$ cat src/verilog/tph_pkg.sv
/*
 * Package for the temperature peak hold and averaging filter: register
 * offsets, field positions, setting limits and timing constants.
 * Assumes a 25 MHz system clock and 16-bit unsigned temperature samples.
 */
package tph_pkg;
    localparam int unsigned CLK_HZ = 25_000_000;
    localparam int unsigned HOLD_TICK_MS = 100;
    localparam int unsigned TRIG_MIN_MS = 10;
    localparam int unsigned TICK_CYC_DEF = CLK_HZ / 1000 * HOLD_TICK_MS;
    localparam int unsigned TRIG_CYC_DEF = CLK_HZ / 1000 * TRIG_MIN_MS;

    localparam int TW = 16;
    localparam int HW = 12;
    localparam int DW = 14;

    // Byte offsets of the register map
    localparam logic [7:0] OFS_CTRL = 8'h00;
    localparam logic [7:0] OFS_HOLD = 8'h04;
    localparam logic [7:0] OFS_TRIG = 8'h08;
    localparam logic [7:0] OFS_HYST = 8'h0C;
    localparam logic [7:0] OFS_DECAY = 8'h10;
    localparam logic [7:0] OFS_AVG = 8'h14;
    localparam logic [7:0] OFS_RMIN = 8'h18;
    localparam logic [7:0] OFS_STAT = 8'h1C;
    localparam logic [7:0] OFS_OUT = 8'h20;

    // Control fields
    localparam int CTRL_ADV = 0;
    localparam int CTRL_ALARM = 1;
    localparam int CTRL_AVG_TRIG = 2;
    // Status fields
    localparam int ST_PKH = 0;
    localparam int ST_AVG = 1;
    localparam int ST_EXP = 2;
    localparam int ST_UNDER = 3;
    localparam int ST_TRACK = 4;

    // Setting limits; hold and averaging in tenths of a second, decay in samples
    localparam logic [HW-1:0] HOLD_MAX = 12'h0BB7;
    localparam logic [HW-1:0] HOLD_INF = 12'h0BB8;
    localparam logic [HW-1:0] AVG_MAX = 12'h0BB8;
    localparam logic [DW-1:0] DECAY_MAX = 14'h270F;
    localparam logic [HW-1:0] HOLD_ZERO = 12'h000;
    localparam logic [HW-1:0] HOLD_ONE = 12'h001;
    localparam logic [HW-1:0] HOLD_SAT = 12'hFFF;
    localparam logic [TW-1:0] TEMP_ONE = 16'h0001;
    localparam logic [TW-1:0] TEMP_ZERO = 16'h0000;
    localparam logic [31:0] REG_ZERO = 32'h0000_0000;
    localparam logic [4:0] AVG_SH_OFS = 5'h03;
    localparam logic [4:0] AVG_SH_MAX = 5'h10;

    localparam logic [1:0] RESP_OKAY = 2'b00;
    localparam logic [1:0] RESP_SLVERR = 2'b10;

    typedef enum logic [1:0] {
        TPH_IDLE = 2'b00,
        TPH_BELOW = 2'b01,
        TPH_TRACK = 2'b11
    } tph_adv_t;
endpackage

$ cat src/verilog/tph_filter.sv
/*
 * Temperature peak hold, peak decay and averaging filter with an
 * AXI4-Lite register slave, panel buttons and an external trigger input.
 * Assumes samples, buttons and trigger are synchronous to sys_clk_in.
 */
// The AXI4-Lite interface to the registers and the address map were decided locally.
// Contract
// - Hold time accepts 0 to 299.9 s in tenth-second steps.
// - Hold time 300.0 s holds the peak until a trigger reset.
// - Peak hold active exactly when hold time is nonzero.
// - Simple hold: on timer expiry the output follows the measurement.
// - Simple hold: a sample above the held value becomes the new peak.
// - Averaging and peak hold never process the output together.
// - Advanced peak uses only trigger and hysteresis, no hold timer.
// - After dropping below then rising above trigger, track a candidate max.
// - Candidate accepted once the sample falls below it by over hysteresis.
// - Advanced peak plus time also releases the hold on timer expiry.
// - At 300 s, trigger low for 10 ms resets the held peak.
// - Nonzero decay lowers the held value gradually until a new peak.
// - Alarm mode underrange only when expired and below measuring range.
// - Advanced hold: a higher sample updates output and restarts timer.
// - A maximum never above trigger is ignored; output held, timer runs. The code loads any higher sample and restarts the timer.
// - Averaging is a first-order low pass, time constant 0 to 300 s.
// - Averaging active exactly when its time constant is nonzero; the code also requires hold time zero.
// - Advanced modes can be enabled over the serial side only.
// - Optionally, trigger low for 10 ms resets the averaged value.
`timescale 1ns/1ps
`default_nettype none
module tph_filter #(
    parameter int unsigned TICK_CYC = tph_pkg::TICK_CYC_DEF,
    parameter int unsigned TRIG_CYC = tph_pkg::TRIG_CYC_DEF
) (
    input wire logic sys_clk_in,
    input wire logic resetn_in,
    input wire logic [tph_pkg::TW-1:0] sample_in,
    input wire logic sample_valid_in,
    input wire logic trigger_n_in,
    input wire logic panel_up_in,
    input wire logic panel_down_in,
    input wire logic panel_sel_avg_in,
    input wire logic [7:0] s_axi_awaddr_in,
    input wire logic s_axi_awvalid_in,
    output logic s_axi_awready_out,
    input wire logic [31:0] s_axi_wdata_in,
    input wire logic [3:0] s_axi_wstrb_in,
    input wire logic s_axi_wvalid_in,
    output logic s_axi_wready_out,
    output logic [1:0] s_axi_bresp_out,
    output logic s_axi_bvalid_out,
    input wire logic s_axi_bready_in,
    input wire logic [7:0] s_axi_araddr_in,
    input wire logic s_axi_arvalid_in,
    output logic s_axi_arready_out,
    output logic [31:0] s_axi_rdata_out,
    output logic [1:0] s_axi_rresp_out,
    output logic s_axi_rvalid_out,
    input wire logic s_axi_rready_in,
    output logic [tph_pkg::TW-1:0] temp_out,
    output logic temp_valid_out,
    output logic peak_hold_indicator_out,
    output logic averaging_indicator_out,
    output logic failsafe_under_out
);
    import tph_pkg::*;

    localparam int TKW = $clog2(TICK_CYC + 1);
    localparam int TGW = $clog2(TRIG_CYC + 1);
    localparam logic [TKW-1:0] TICK_LAST = TKW'(TICK_CYC - 1);
    localparam logic [TGW-1:0] TRIG_LAST = TGW'(TRIG_CYC - 1);

    logic [2:0] ctrl_q;
    logic [HW-1:0] hold_q, avg_q;
    logic [TW-1:0] trig_q, hyst_q, rmin_q;
    logic [DW-1:0] decay_q;
    logic aw_full_q, w_full_q, bvalid_q, rvalid_q;
    logic [7:0] awaddr_q;
    logic [31:0] wdata_q, rdata_q;
    logic [1:0] bresp_q, rresp_q;
    logic wr_fire, wr_ok;
    logic [TKW-1:0] tick_cnt_q;
    logic tick;
    logic [TGW-1:0] trig_cnt_q;
    logic trig_pulse, trig_done_q;
    logic [HW-1:0] hold_cnt_q;
    logic [DW-1:0] dec_cnt_q;
    logic [TW-1:0] out_q, last_q, cand_q;
    logic [31:0] acc_q;
    logic valid_q;
    tph_adv_t adv_q;
    logic pk_act, av_act, adv_mode, timed, expired, new_peak;
    logic accept, peak_reset, avg_reset, dec_step;
    logic [32:0] avg_diff;
    logic [4:0] avg_sh;

    function automatic logic [4:0] msb_pos(input logic [HW-1:0] v);
        logic [4:0] p;
        p = 5'h00;
        for (int i = 0; i < HW; i++) begin
            if (v[i]) begin
                p = 5'(i);
            end
        end
        return p;
    endfunction

    // Mode decode
    assign pk_act = (hold_q != HOLD_ZERO);
    assign av_act = (avg_q != HOLD_ZERO) && !pk_act;
    assign adv_mode = pk_act && ctrl_q[CTRL_ADV];
    assign timed = pk_act && (hold_q != HOLD_INF);
    assign expired = timed && (hold_cnt_q >= hold_q);
    assign new_peak = sample_valid_in && (sample_in > out_q);
    assign accept = sample_valid_in && adv_mode && (adv_q == TPH_TRACK)
        && (cand_q > sample_in) && ((cand_q - sample_in) > hyst_q);
    assign peak_reset = trig_pulse && (hold_q == HOLD_INF);
    assign avg_reset = trig_pulse && av_act && ctrl_q[CTRL_AVG_TRIG];
    assign dec_step = sample_valid_in && pk_act && (decay_q != '0)
        && (dec_cnt_q >= decay_q - DW'(1));

    // AXI4-Lite write channel
    assign s_axi_awready_out = !aw_full_q;
    assign s_axi_wready_out = !w_full_q;
    assign s_axi_bvalid_out = bvalid_q;
    assign s_axi_bresp_out = bresp_q;
    assign wr_fire = aw_full_q && w_full_q && !bvalid_q;
    assign wr_ok = (awaddr_q <= OFS_RMIN) && (awaddr_q[1:0] == 2'b00);

    always_ff @(posedge sys_clk_in) begin
        if (!resetn_in) begin
            aw_full_q <= 1'b0;
            awaddr_q <= 8'h00;
        end else if (s_axi_awvalid_in && !aw_full_q) begin
            aw_full_q <= 1'b1;
            awaddr_q <= s_axi_awaddr_in;
        end else if (wr_fire) begin
            aw_full_q <= 1'b0;
        end
    end

    always_ff @(posedge sys_clk_in) begin
        if (!resetn_in) begin
            w_full_q <= 1'b0;
            wdata_q <= REG_ZERO;
        end else if (s_axi_wvalid_in && !w_full_q) begin
            w_full_q <= 1'b1;
            for (int b = 0; b < 4; b++) begin
                wdata_q[8*b +: 8] <= s_axi_wstrb_in[b] ?
                    s_axi_wdata_in[8*b +: 8] : 8'h00;
            end
        end else if (wr_fire) begin
            w_full_q <= 1'b0;
        end
    end

    always_ff @(posedge sys_clk_in) begin
        if (!resetn_in) begin
            bvalid_q <= 1'b0;
            bresp_q <= RESP_OKAY;
        end else if (wr_fire) begin
            bvalid_q <= 1'b1;
            bresp_q <= wr_ok ? RESP_OKAY : RESP_SLVERR;
        end else if (s_axi_bready_in) begin
            bvalid_q <= 1'b0;
        end
    end

    // Settings; bus writes take priority over panel buttons
    always_ff @(posedge sys_clk_in) begin
        if (!resetn_in) begin
            ctrl_q <= 3'b000;
            hold_q <= HOLD_ZERO;
            avg_q <= HOLD_ZERO;
            trig_q <= TEMP_ZERO;
            hyst_q <= TEMP_ZERO;
            decay_q <= '0;
            rmin_q <= TEMP_ZERO;
        end else if (wr_fire && wr_ok) begin
            unique case (awaddr_q)
                OFS_CTRL: ctrl_q <= wdata_q[2:0];
                OFS_HOLD: begin
                    hold_q <= (wdata_q[15:0] > 16'(HOLD_INF)) ?
                        HOLD_INF : wdata_q[HW-1:0];
                end
                OFS_TRIG: trig_q <= wdata_q[TW-1:0];
                OFS_HYST: hyst_q <= wdata_q[TW-1:0];
                OFS_DECAY: begin
                    decay_q <= (wdata_q[15:0] > 16'(DECAY_MAX)) ?
                        DECAY_MAX : wdata_q[DW-1:0];
                end
                OFS_AVG: begin
                    avg_q <= (wdata_q[15:0] > 16'(AVG_MAX)) ?
                        AVG_MAX : wdata_q[HW-1:0];
                end
                OFS_RMIN: rmin_q <= wdata_q[TW-1:0];
                default: ;
            endcase
        end else if (panel_up_in && !panel_down_in) begin
            // Panel reaches only hold time and time constant
            if (panel_sel_avg_in && !pk_act && avg_q < AVG_MAX) begin
                avg_q <= avg_q + HOLD_ONE;
            end else if (!panel_sel_avg_in && avg_q == HOLD_ZERO
                    && hold_q < HOLD_INF) begin
                hold_q <= hold_q + HOLD_ONE;
            end
        end else if (panel_down_in && !panel_up_in) begin
            if (panel_sel_avg_in && avg_q != HOLD_ZERO) begin
                avg_q <= avg_q - HOLD_ONE;
            end else if (!panel_sel_avg_in && hold_q != HOLD_ZERO) begin
                hold_q <= hold_q - HOLD_ONE;
            end
        end
    end

    // AXI4-Lite read channel
    assign s_axi_arready_out = !rvalid_q;
    assign s_axi_rvalid_out = rvalid_q;
    assign s_axi_rdata_out = rdata_q;
    assign s_axi_rresp_out = rresp_q;

    always_ff @(posedge sys_clk_in) begin
        if (!resetn_in) begin
            rvalid_q <= 1'b0;
            rdata_q <= REG_ZERO;
            rresp_q <= RESP_OKAY;
        end else if (s_axi_arvalid_in && !rvalid_q) begin
            rvalid_q <= 1'b1;
            rresp_q <= RESP_OKAY;
            rdata_q <= REG_ZERO;
            unique case (s_axi_araddr_in)
                OFS_CTRL: rdata_q[2:0] <= ctrl_q;
                OFS_HOLD: rdata_q[HW-1:0] <= hold_q;
                OFS_TRIG: rdata_q[TW-1:0] <= trig_q;
                OFS_HYST: rdata_q[TW-1:0] <= hyst_q;
                OFS_DECAY: rdata_q[DW-1:0] <= decay_q;
                OFS_AVG: rdata_q[HW-1:0] <= avg_q;
                OFS_RMIN: rdata_q[TW-1:0] <= rmin_q;
                OFS_STAT: begin
                    rdata_q[ST_PKH] <= pk_act;
                    rdata_q[ST_AVG] <= av_act;
                    rdata_q[ST_EXP] <= expired;
                    rdata_q[ST_UNDER] <= failsafe_under_out;
                    rdata_q[ST_TRACK] <= (adv_q == TPH_TRACK);
                end
                OFS_OUT: rdata_q[TW-1:0] <= out_q;
                default: rresp_q <= RESP_SLVERR;
            endcase
        end else if (s_axi_rready_in) begin
            rvalid_q <= 1'b0;
        end
    end

    // Tenth-second tick
    assign tick = (tick_cnt_q == TICK_LAST);
    always_ff @(posedge sys_clk_in) begin
        if (!resetn_in || tick) begin
            tick_cnt_q <= '0;
        end else begin
            tick_cnt_q <= tick_cnt_q + TKW'(1);
        end
    end

    // Trigger low time, one pulse per low period
    assign trig_pulse = !trigger_n_in && !trig_done_q
        && (trig_cnt_q == TRIG_LAST);
    always_ff @(posedge sys_clk_in) begin
        if (!resetn_in || trigger_n_in) begin
            trig_cnt_q <= '0;
            trig_done_q <= 1'b0;
        end else if (trig_pulse) begin
            trig_done_q <= 1'b1;
        end else if (!trig_done_q) begin
            trig_cnt_q <= trig_cnt_q + TGW'(1);
        end
    end

    // Hold timer in ticks, restarted by a new or accepted peak
    always_ff @(posedge sys_clk_in) begin
        if (!resetn_in) begin
            hold_cnt_q <= HOLD_ZERO;
        end else if (new_peak || accept || peak_reset) begin
            hold_cnt_q <= HOLD_ZERO;
        end else if (tick && hold_cnt_q != HOLD_SAT) begin
            hold_cnt_q <= hold_cnt_q + HOLD_ONE;
        end
    end

    // Advanced trigger tracking
    always_ff @(posedge sys_clk_in) begin
        if (!resetn_in || !adv_mode || peak_reset) begin
            adv_q <= TPH_IDLE;
            cand_q <= TEMP_ZERO;
        end else if (sample_valid_in) begin
            if (sample_in < trig_q) begin
                adv_q <= TPH_BELOW;
            end else if (adv_q == TPH_BELOW) begin
                adv_q <= TPH_TRACK;
                cand_q <= sample_in;
            end else if (accept) begin
                adv_q <= TPH_IDLE;
            end else if (adv_q == TPH_TRACK && sample_in > cand_q) begin
                cand_q <= sample_in;
            end
        end
    end

    // Decay step counter in samples
    always_ff @(posedge sys_clk_in) begin
        if (!resetn_in || new_peak || dec_step) begin
            dec_cnt_q <= '0;
        end else if (sample_valid_in && pk_act) begin
            dec_cnt_q <= dec_cnt_q + DW'(1);
        end
    end

    // Averaging accumulator, 16 fraction bits
    always_comb begin
        avg_sh = msb_pos(avg_q) + AVG_SH_OFS;
        if (avg_sh > AVG_SH_MAX) begin
            avg_sh = AVG_SH_MAX;
        end
        avg_diff = $signed({1'b0, sample_in, 16'h0000})
            - $signed({1'b0, acc_q});
    end

    always_ff @(posedge sys_clk_in) begin
        if (!resetn_in) begin
            acc_q <= REG_ZERO;
        end else if (sample_valid_in && (!av_act || avg_reset)) begin
            acc_q <= {sample_in, 16'h0000};
        end else if (avg_reset) begin
            acc_q <= {last_q, 16'h0000};
        end else if (sample_valid_in) begin
            acc_q <= acc_q + 32'($signed(avg_diff) >>> avg_sh);
        end
    end

    // Output value
    always_ff @(posedge sys_clk_in) begin
        if (!resetn_in) begin
            out_q <= TEMP_ZERO;
            last_q <= TEMP_ZERO;
            valid_q <= 1'b0;
        end else begin
            valid_q <= sample_valid_in;
            if (sample_valid_in) begin
                last_q <= sample_in;
            end
            if (peak_reset) begin
                out_q <= last_q;
            end else if (sample_valid_in) begin
                if (av_act) begin
                    out_q <= acc_q[31:16];
                end else if (!pk_act || new_peak) begin
                    out_q <= sample_in;
                end else if (expired) begin
                    out_q <= sample_in;
                end else if (accept) begin
                    out_q <= cand_q;
                end else if (dec_step && out_q != TEMP_ZERO) begin
                    out_q <= out_q - TEMP_ONE;
                end
            end
        end
    end

    assign temp_out = out_q;
    assign temp_valid_out = valid_q;
    assign peak_hold_indicator_out = pk_act;
    assign averaging_indicator_out = av_act;
    assign failsafe_under_out = ctrl_q[CTRL_ALARM] && adv_mode && expired
        && (out_q < rmin_q);

    // Checks
    AST_HOLD_RANGE: assert property (@(posedge sys_clk_in)
        disable iff (!resetn_in) hold_q <= HOLD_INF)
        else $error("hold time out of range");
    AST_INF_HOLDS: assert property (@(posedge sys_clk_in)
        disable iff (!resetn_in)
        (hold_q == HOLD_INF && !ctrl_q[CTRL_ADV] && !trig_pulse
        && !(wr_fire || panel_up_in || panel_down_in)
        && sample_valid_in && sample_in <= out_q && decay_q == '0)
        |=> $stable(out_q))
        else $error("infinite hold released the peak");
    AST_EXCL: assert property (@(posedge sys_clk_in)
        disable iff (!resetn_in)
        !(peak_hold_indicator_out && averaging_indicator_out))
        else $error("averaging and peak hold both active");
    AST_PKH_ON: assert property (@(posedge sys_clk_in)
        disable iff (!resetn_in)
        $rose(hold_q != HOLD_ZERO) |-> peak_hold_indicator_out
        && !averaging_indicator_out)
        else $error("peak hold indicator not set");
    AST_LOAD_PEAK: assert property (@(posedge sys_clk_in)
        disable iff (!resetn_in)
        (pk_act && new_peak && !peak_reset) |=> temp_out == $past(sample_in)
        && hold_cnt_q == HOLD_ZERO)
        else $error("new peak not loaded");
    AST_FOLLOW: assert property (@(posedge sys_clk_in)
        disable iff (!resetn_in)
        (pk_act && expired && sample_valid_in && !peak_reset)
        |=> temp_out == $past(sample_in))
        else $error("output does not follow after expiry");
    AST_ACCEPT: assert property (@(posedge sys_clk_in)
        disable iff (!resetn_in)
        (accept && !new_peak && !expired && !peak_reset)
        |=> temp_out == $past(cand_q) && adv_q != TPH_TRACK)
        else $error("candidate not accepted");
    AST_BELOW: assert property (@(posedge sys_clk_in)
        disable iff (!resetn_in)
        (adv_mode && sample_valid_in && sample_in < trig_q
        && !peak_reset && $stable(ctrl_q)) |=> adv_q == TPH_BELOW)
        else $error("below trigger not recorded");
    AST_TRIG_RST: assert property (@(posedge sys_clk_in)
        disable iff (!resetn_in)
        (!trigger_n_in && hold_q == HOLD_INF && !trig_done_q
        && trig_cnt_q == TRIG_LAST) |=> temp_out == $past(last_q))
        else $error("trigger did not reset held peak");
    AST_UNDER: assert property (@(posedge sys_clk_in)
        disable iff (!resetn_in)
        failsafe_under_out |-> expired && temp_out < rmin_q
        && ctrl_q[CTRL_ALARM])
        else $error("underrange without both conditions");
    AST_AVG_TC: assert property (@(posedge sys_clk_in)
        disable iff (!resetn_in)
        averaging_indicator_out |-> avg_q <= AVG_MAX && avg_q != HOLD_ZERO)
        else $error("averaging time constant invalid");
    AST_BRESP: assert property (@(posedge sys_clk_in)
        disable iff (!resetn_in)
        wr_fire |=> s_axi_bvalid_out
        && ((s_axi_bresp_out == RESP_OKAY) == $past(wr_ok)))
        else $error("write response missing");

    COV_ACCEPT: cover property (@(posedge sys_clk_in)
        disable iff (!resetn_in) accept);
    COV_EXPIRE: cover property (@(posedge sys_clk_in)
        disable iff (!resetn_in) $rose(expired));
    COV_TRIG: cover property (@(posedge sys_clk_in)
        disable iff (!resetn_in) peak_reset);
    COV_AVG: cover property (@(posedge sys_clk_in)
        disable iff (!resetn_in) av_act && sample_valid_in);
endmodule
`default_nettype wire

$ cat config.mk
export PLATFORM = sky130hd
export DESIGN_NAME = tph_filter
export DESIGN_NICKNAME = d
export VERILOG_FILES = /design/src/verilog/tph_pkg.sv /design/src/verilog/tph_filter.sv
export SDC_FILE = /design/constraint.sdc
export NUM_CORES = 1
export LEC_CHECK = 0
export BUFFER_PORTS_ARGS = -buffer_cell sky130_fd_sc_hd__buf_2
export CAP_MARGIN = 20
export CORE_MARGIN = 4
export CORE_UTILIZATION = 54
export CTS_CLUSTER_DIAMETER = 200
export DETAILED_ROUTE_END_ITERATION = 6
export GPL_TIMING_DRIVEN = 0
export PLACE_DENSITY = 0.81
export SLEW_MARGIN = 20
export SYNTH_ARGS = -nofsm -noshare
export SYNTH_HDL_FRONTEND = slang
export SYNTH_SLANG_ARGS = --single-unit
export TNS_END_PERCENT = 1
$ cat constraint.sdc
create_clock -name sys_clk_in -period 6 [get_ports sys_clk_in]
set_input_delay 0.3 -clock sys_clk_in [delete_from_list [all_inputs] [get_ports sys_clk_in]]
set_output_delay 0.3 -clock sys_clk_in [all_outputs]
set_load 0.02 [all_outputs]
# Yosys cells after proc, flatten, opt, wreduce, memory -nomap -nowiden

Index checks and enable logic that the tools add are counted.

Register bits after elaboration: 287
Input port bits: 80
Logic and storage cells: 245
Output and inout bits: 61

Reduce and logical (&&, ||, !) cells: 96
Bitwise gates (word level): 4
Shifts and indexed selects: 1
Equality and inequality tests: 28
Order comparisons: 14
Multiplexer cells: 60
Add/sub/neg operators: 14

Operators by type and width:

| kind                  | number |
|---|---|
| $mux 12               | 15 |
| $mux 16               | 10 |
| $mux 32               | 3 |
| $gt 16x16->1          | 4 |
| $eq 8x5->1 const B    | 7 |
| $mux 5                | 11 |
| $pmux 7 s7            | 1 |
| $logic_and 1x1->1     | 39 |
| $add 12x1->12 const B | 3 |
| $sshr 33x5->32        | 1 |
| $sub 32x32->33        | 1 |
| $add 32x32->32        | 1 |
| $eq 8x4->1 const B    | 4 |
| $lt 16x16->1          | 2 |
| $pmux 3 s9            | 1 |
| $lt 12x12->1 const B  | 2 |
| $ne 12x12->1 const B  | 2 |
| $reduce_bool 12->1    | 2 |
| $sub 12x1->12 const B | 2 |
| $add 22x1->22 const B | 1 |
| $eq 22x22->1 const B  | 1 |
| $add 18x1->18 const B | 1 |
| $eq 18x18->1 const B  | 1 |
| $eq 8x3->1 const B    | 2 |
| 42 further kinds      | 100 |

# Longest topological paths before layout

Word-level depth: 19
Gate-level depth with buffers: 27
Gate-level depth less buffers: 22

# Worst setup path after synthesis

OpenSTA, ideal clock, no wires.

Kind: register -> register
From: reg avg_q[11]
To: reg acc_q[30]
Stages on the path, launching flop included: 25
Period minus slack after synthesis: 5.308 ns
Arrival time: 5.188 ns
Slack: 0.692 ns
Path buffers: 6
Required time: 5.880 ns
Cell sequence: dfxtp_1 > clkbuf_1 > or3_1 > o21ai_2 > inv_2 > buf_2 > buf_2 > buf_2 > ha_1 > clkbuf_1 > clkbuf_1 > mux2_2 > mux2i_1 > o21ai_1 > ha_1 > fa_1 > a211oi_1 > o31a_1 > o211ai_1 > nand3_1 > a21oi_1 > or4_1 > o2111ai_1 > mux2i_1 > a21boi_1

Word-level cells in the longest chain between the ends: 9
Elaborated cells on any way between the ends: 17
Classes of those cells: 2 x add/sub; 1 x order compare; 1 x shift; 5 x mux; 8 x reduce/logical

Ends and longest elaborated chain:

| what                   | RTL line          | RTL |
|---|---|---|
| from (decl)            | tph_filter.sv:72  | `logic [HW-1:0] hold_q, avg_q;` |
| from (signal assigned) | tph_filter.sv:191 | `avg_q <= (wdata_q[15:0] > 16'(AVG_MAX)) ?` |
| from (signal assigned) | tph_filter.sv:200 | `avg_q <= avg_q + HOLD_ONE;` |
| from (signal assigned) | tph_filter.sv:207 | `avg_q <= avg_q - HOLD_ONE;` |
| $mux 5                 | tph_filter.sv:99  | `if (v[i]) begin` |
| $add 5x2->5            | tph_filter.sv:317 | `avg_sh = msb_pos(avg_q) + AVG_SH_OFS;` |
| $gt 5x5->1             | tph_filter.sv:318 | `if (avg_sh > AVG_SH_MAX) begin` |
| $mux 5                 | tph_filter.sv:318 |  |
| $sshr 33x5->32         | tph_filter.sv:333 | `acc_q <= acc_q + 32'($signed(avg_diff) >>> avg_sh);` |
| $add 32x32->32         | tph_filter.sv:333 |  |
| $mux 32                | tph_filter.sv:332 | `end else if (sample_valid_in) begin` |
| $mux 32                | tph_filter.sv:330 | `end else if (avg_reset) begin` |
| $mux 32                | tph_filter.sv:328 | `end else if (sample_valid_in && (!av_act \|\| avg_reset)) begin` |
| to (signal assigned)   | tph_filter.sv:329 | `acc_q <= {sample_in, 16'h0000};` |
| to (signal assigned)   | tph_filter.sv:331 | `acc_q <= {last_q, 16'h0000};` |
| to (signal assigned)   | tph_filter.sv:333 |  |
| to (decl)              | tph_filter.sv:87  | `logic [31:0] acc_q;` |

Several ways; a longest one is shown, not always the timed one. The select of a mux whose other input is x is not followed.
A chain may end at the register's enable or synchronous reset.

# Worst setup path after layout

From: reg acc_q[17]
To: reg acc_q[31]

Word-level cells in the longest chain between the ends: 6

Ends and longest elaborated chain:

| what               | RTL line          | RTL |
|---|---|---|
| $sub 32x32->33     | tph_filter.sv:322 | `- $signed({1'b0, acc_q});` |
| $sshr 33x5->32     | tph_filter.sv:333 |  |
| $add 32x32->32 (*) | tph_filter.sv:333 |  |
| $mux 32 (*)        | tph_filter.sv:332 |  |
| $mux 32 (*)        | tph_filter.sv:330 |  |
| $mux 32 (*)        | tph_filter.sv:328 |  |

Every way passes the cells marked *; elsewhere a longest branch is shown, timed or not. The select of a mux whose other input is x is not followed.

==> impl_metrics.ini <==
[grt]
overflow = 0
antenna_found_initial = 1
grt_max_degree = 27
grt_usage = 0.339
grt_pass1_vias = 22319
grt_pass1_wl_um = 121000

[cts]
cts_root_buf = clkbuf_16
htree_num_levels = 2
cts_sinks = 285
cts.clk_slew.worst_paths_ns = 0.06
clock_latency_ns = 0.55
cts_tree = done
clockBufferDepth = 3
cts_buffers = 35

[placement]
dp_hpwl_um = 60500
post-place-cells = 3483
placed_area_sq_um = 23400
portBuffers = 100
place_congestion = 1.02

[route]
via_per_inst = 6.48
first_pass_iters = 7
route.detailed.drc = 11
detailroute.via_count = 23020
wl_per_cell_um = 22.3
ant_nets = 0
drt_wl_total_um = 79100
dr.first_iter.drc_count = 2914

[layout]
finalInstanceArea_sq_um = 24800
syn_to_final_growth_pct = 11.8
drive_gt1_frac = 0.102
layout.cells.non_filler = 3555
nNetsFinal = 3267
finish.utilization = 0.617

[sta]
fmax_ghz = 0.173
tightestPinTransition_ns = 1.20
fin_skew_ns = 0.0183
setup_violations = 0
fin_crit_sh = 0.963
fin_tns_setup_ns = 0
maxSlewViolCount = 0
hold_viol = 0
hold_slack_ns = 0.0238
fin_crit_ns = 5.78
max_slew_margin = 0.196

[floorplanning]
chipWidth_um = 211
chipHeight_um = 211
coreArea_sq_um = 40100
ioPinCount = 141
die-area_sq_um = 44300
start_util = 0.552
rows = 73

[synthesis]
yosysWarnings = 0
synth-seq-cells = 285
synth-edff-count = 0
synthArstFlopShare = 0
synth_ff_type = dfxtp_1
avgSynthCellArea_sq_um = 7.80
yosysTopAreaCell = dfxtp_1
yosysSeqAreaShare = 0.258
netlist_area_sq_um = 22100
syn_inst = 2840
synth_top_area_frac = 0.258
synthDistinctLibCells = 100
synth.area.top_cells = dfxtp_1, ha_1, nand2_1, mux2i_1, nor2_1

[setup_path]
crit_path_frequent_cell = o21ai_1
slowest_delay_ns = 0.48
worstPathArrival_ns = 6.21
cp-start-kind = flop
crit_type = reg2reg
required_ns = 6.43
cp_max_fo = 7
path_buf_inv = 2
slowest_stage = a211oi_1
worstPathCellList = inv_1, ha_1, nor4bb_2, nand4_1, o211ai_2, nand4_1, a21oi_1, a211oi_4, o21ai_1, a211oi_1, a211oi_1, ha_1, clkbuf_1, a21o_1, a21o_1, a21oi_1, o221ai_1, a21oi_2, o21ai_1, a31oi_1, xnor2_1, o21ai_1
endpoint_kind = flop
cp_top_family = compound AO/OA/AOI/OAI gates

[outcome]
status = complete, but fails checks
violations = DRC

[job]
maxCapViolCount = 0

[power_and_ir_drop]
leakage_nw = 10.3
ir_drop_v = 0.000460
powerDensity_nw_per_um2 = 641

[worst_hold_path]
hp-class = in2reg
==> stage by stage <==
step / total power, mW / worst slack [ns]
CTS: 15.2 / 0.0307
global placement: 12.7 / -0.913
detailed placement: 13.0 / -1.04
floorplan: 10.2 / 0.692
global route: 16.8 / -0.00533
finish: 15.9 / 0.220
==> kinds of logic (layout without fill, tap and decap cells) <==
kind of cell,after synthesis,after routing,synth area share
adders and majority gates,184,184,0.105
muxes,137,137,0.0648
AOI/OAI and AO/OA,781,781,0.239
and+or+nand+nor,971,971,0.209
other,1,20,0.000169
DFF,285,285,0.258
xor gates and xnor gates,159,159,0.0629
buffers and inverters,322,493,0.0611
==> layout make-up <==
cell class,instances,area [sq um]
well taps,525,657
clock inverters,16,179
flip-flops and latches,285,5710
inverters,157,592
diodes,2,5.00
plain buffers,163,777
multi-input cells,2250,15300
repair buffers,111,596
clock buffers,46,947
fillers,3549,15300
==> layout by cell type (no fill, tap or decap), types with 20 or more instances in the layout <==
master     Yosys  layout
nand2_1      319     319
dfxtp_1      285     282
nor2_1       254     253
ha_1         180     179
inv_1        153     153
a21oi_1      153     151
o21ai_0      145     140
buf_2         18     116
clkbuf_1     113     112
mux2i_1      105     102
xnor2_1       91      91
nand3_1       86      85
a21boi_0      77      77
xor2_1        68      67
nor2b_1       55      55
a21o_1        54      54
a31oi_1       48      48
nor3_1        48      47
nand4_1       42      42
o211ai_1      37      37
clkbuf_16      0      35
o21ai_1       27      32
a211oi_1      31      30
buf_4         20      29
mux2_2        29      29
or3_1         24      24
o211a_1       24      24
and3_1        23      23
nand2b_1      20      20
o21a_1        20      20
==> cell usage after synthesis, types with 23 or more instances <==
cell and number:
a211oi_1 31, or3_1 24, mux2_2 29, nand3_1 86, nand4_1 42, o211a_1 24, ha_1 180, a21oi_1 153
nand2_1 319, o21ai_0 145, xnor2_1 91, o21ai_1 27, mux2i_1 105, nor2b_1 55, a21boi_0 77, a21o_1 54
inv_1 153, clkbuf_1 113, and3_1 23, nor3_1 48, a31oi_1 48, o211ai_1 37, xor2_1 68, nor2_1 254
dfxtp_1 285
==> report_power, final <==
group | total (mW) | internal, mW | switching (mW)
Sequential | 2.51 | 2.09 | 0.429
Clock | 2.14 | 1.25 | 0.889
Combinational | 11.2 | 4.30 | 6.91
==> metal layers <==
layer  global-route usage  share of wire  routed length (um)  vias to the layer above
li1                     -              -                   -                    10542
met1                0.416           0.38               30200                    10742
met2                0.546           0.44               34900                     1368
met3               0.0790           0.11                8780                      366
met4                0.201          0.066                5220                        2
met5              0.00108        0.00016                  13                        -
==> final timing paths <==
check | startpoint | end | slack [ns] | depth (start not counted)
worst max-delay path | acc_q[17]$_SDFFE_PN0P_ | acc_q[31]$_SDFFE_PN0P_ | 0.22 | 22
worst min-delay path | s_axi_bready_in | s_axi_bvalid_out$_SDFFE_PN0P_ | 0.02 | 3
worst min register to register | tick_cnt_q[0]$_SDFF_PP0_ | tick_cnt_q[0]$_SDFF_PP0_ | 0.43 | 1
worst max register to register | acc_q[17]$_SDFFE_PN0P_ | acc_q[31]$_SDFFE_PN0P_ | 0.22 | 22
==> sequential cells by signal, summed over array words and instances, names as in the netlist, 3 cells and up <==
register	cells
temp_out	16
dec_cnt_q	14
hold_cnt_q	12
cand_q	16
tick_cnt_q	22
rmin_q	16
last_q	16
acc_q	32
hyst_q	16
trig_cnt_q	18
awaddr_q	8
wdata_q	16
ctrl_q	3
trig_q	16
decay_q	14
hold_q	12
s_axi_rdata_out	16
avg_q	12
==> worst register-to-register path, stage by stage (launching register included) <==
cell and delay, ns:
dfxtp_1 0.41, inv_1 0.12, ha_1 0.35, nor4bb_2 0.38
nand4_1 0.21, o211ai_2 0.28, nand4_1 0.27, a21oi_1 0.32
a211oi_4 0.11, o21ai_1 0.32, a211oi_1 0.16, a211oi_1 0.48
ha_1 0.32, clkbuf_1 0.18, a21o_1 0.23, a21o_1 0.17
a21oi_1 0.24, o221ai_1 0.20, a21oi_2 0.30, o21ai_1 0.18
a31oi_1 0.23, xnor2_1 0.14, o21ai_1 0.07
==> repair_timing <==
action,in CTS,in global routing
pin swaps,1,5
setup endpoints to repair,23,14
cloned,0,0
resized for setup,15,33
endpoints found under the hold margin,5,0
buffers inserted,0,5
hold buffers,5,0
Note: power is estimated with default switching activity, not from simulation.
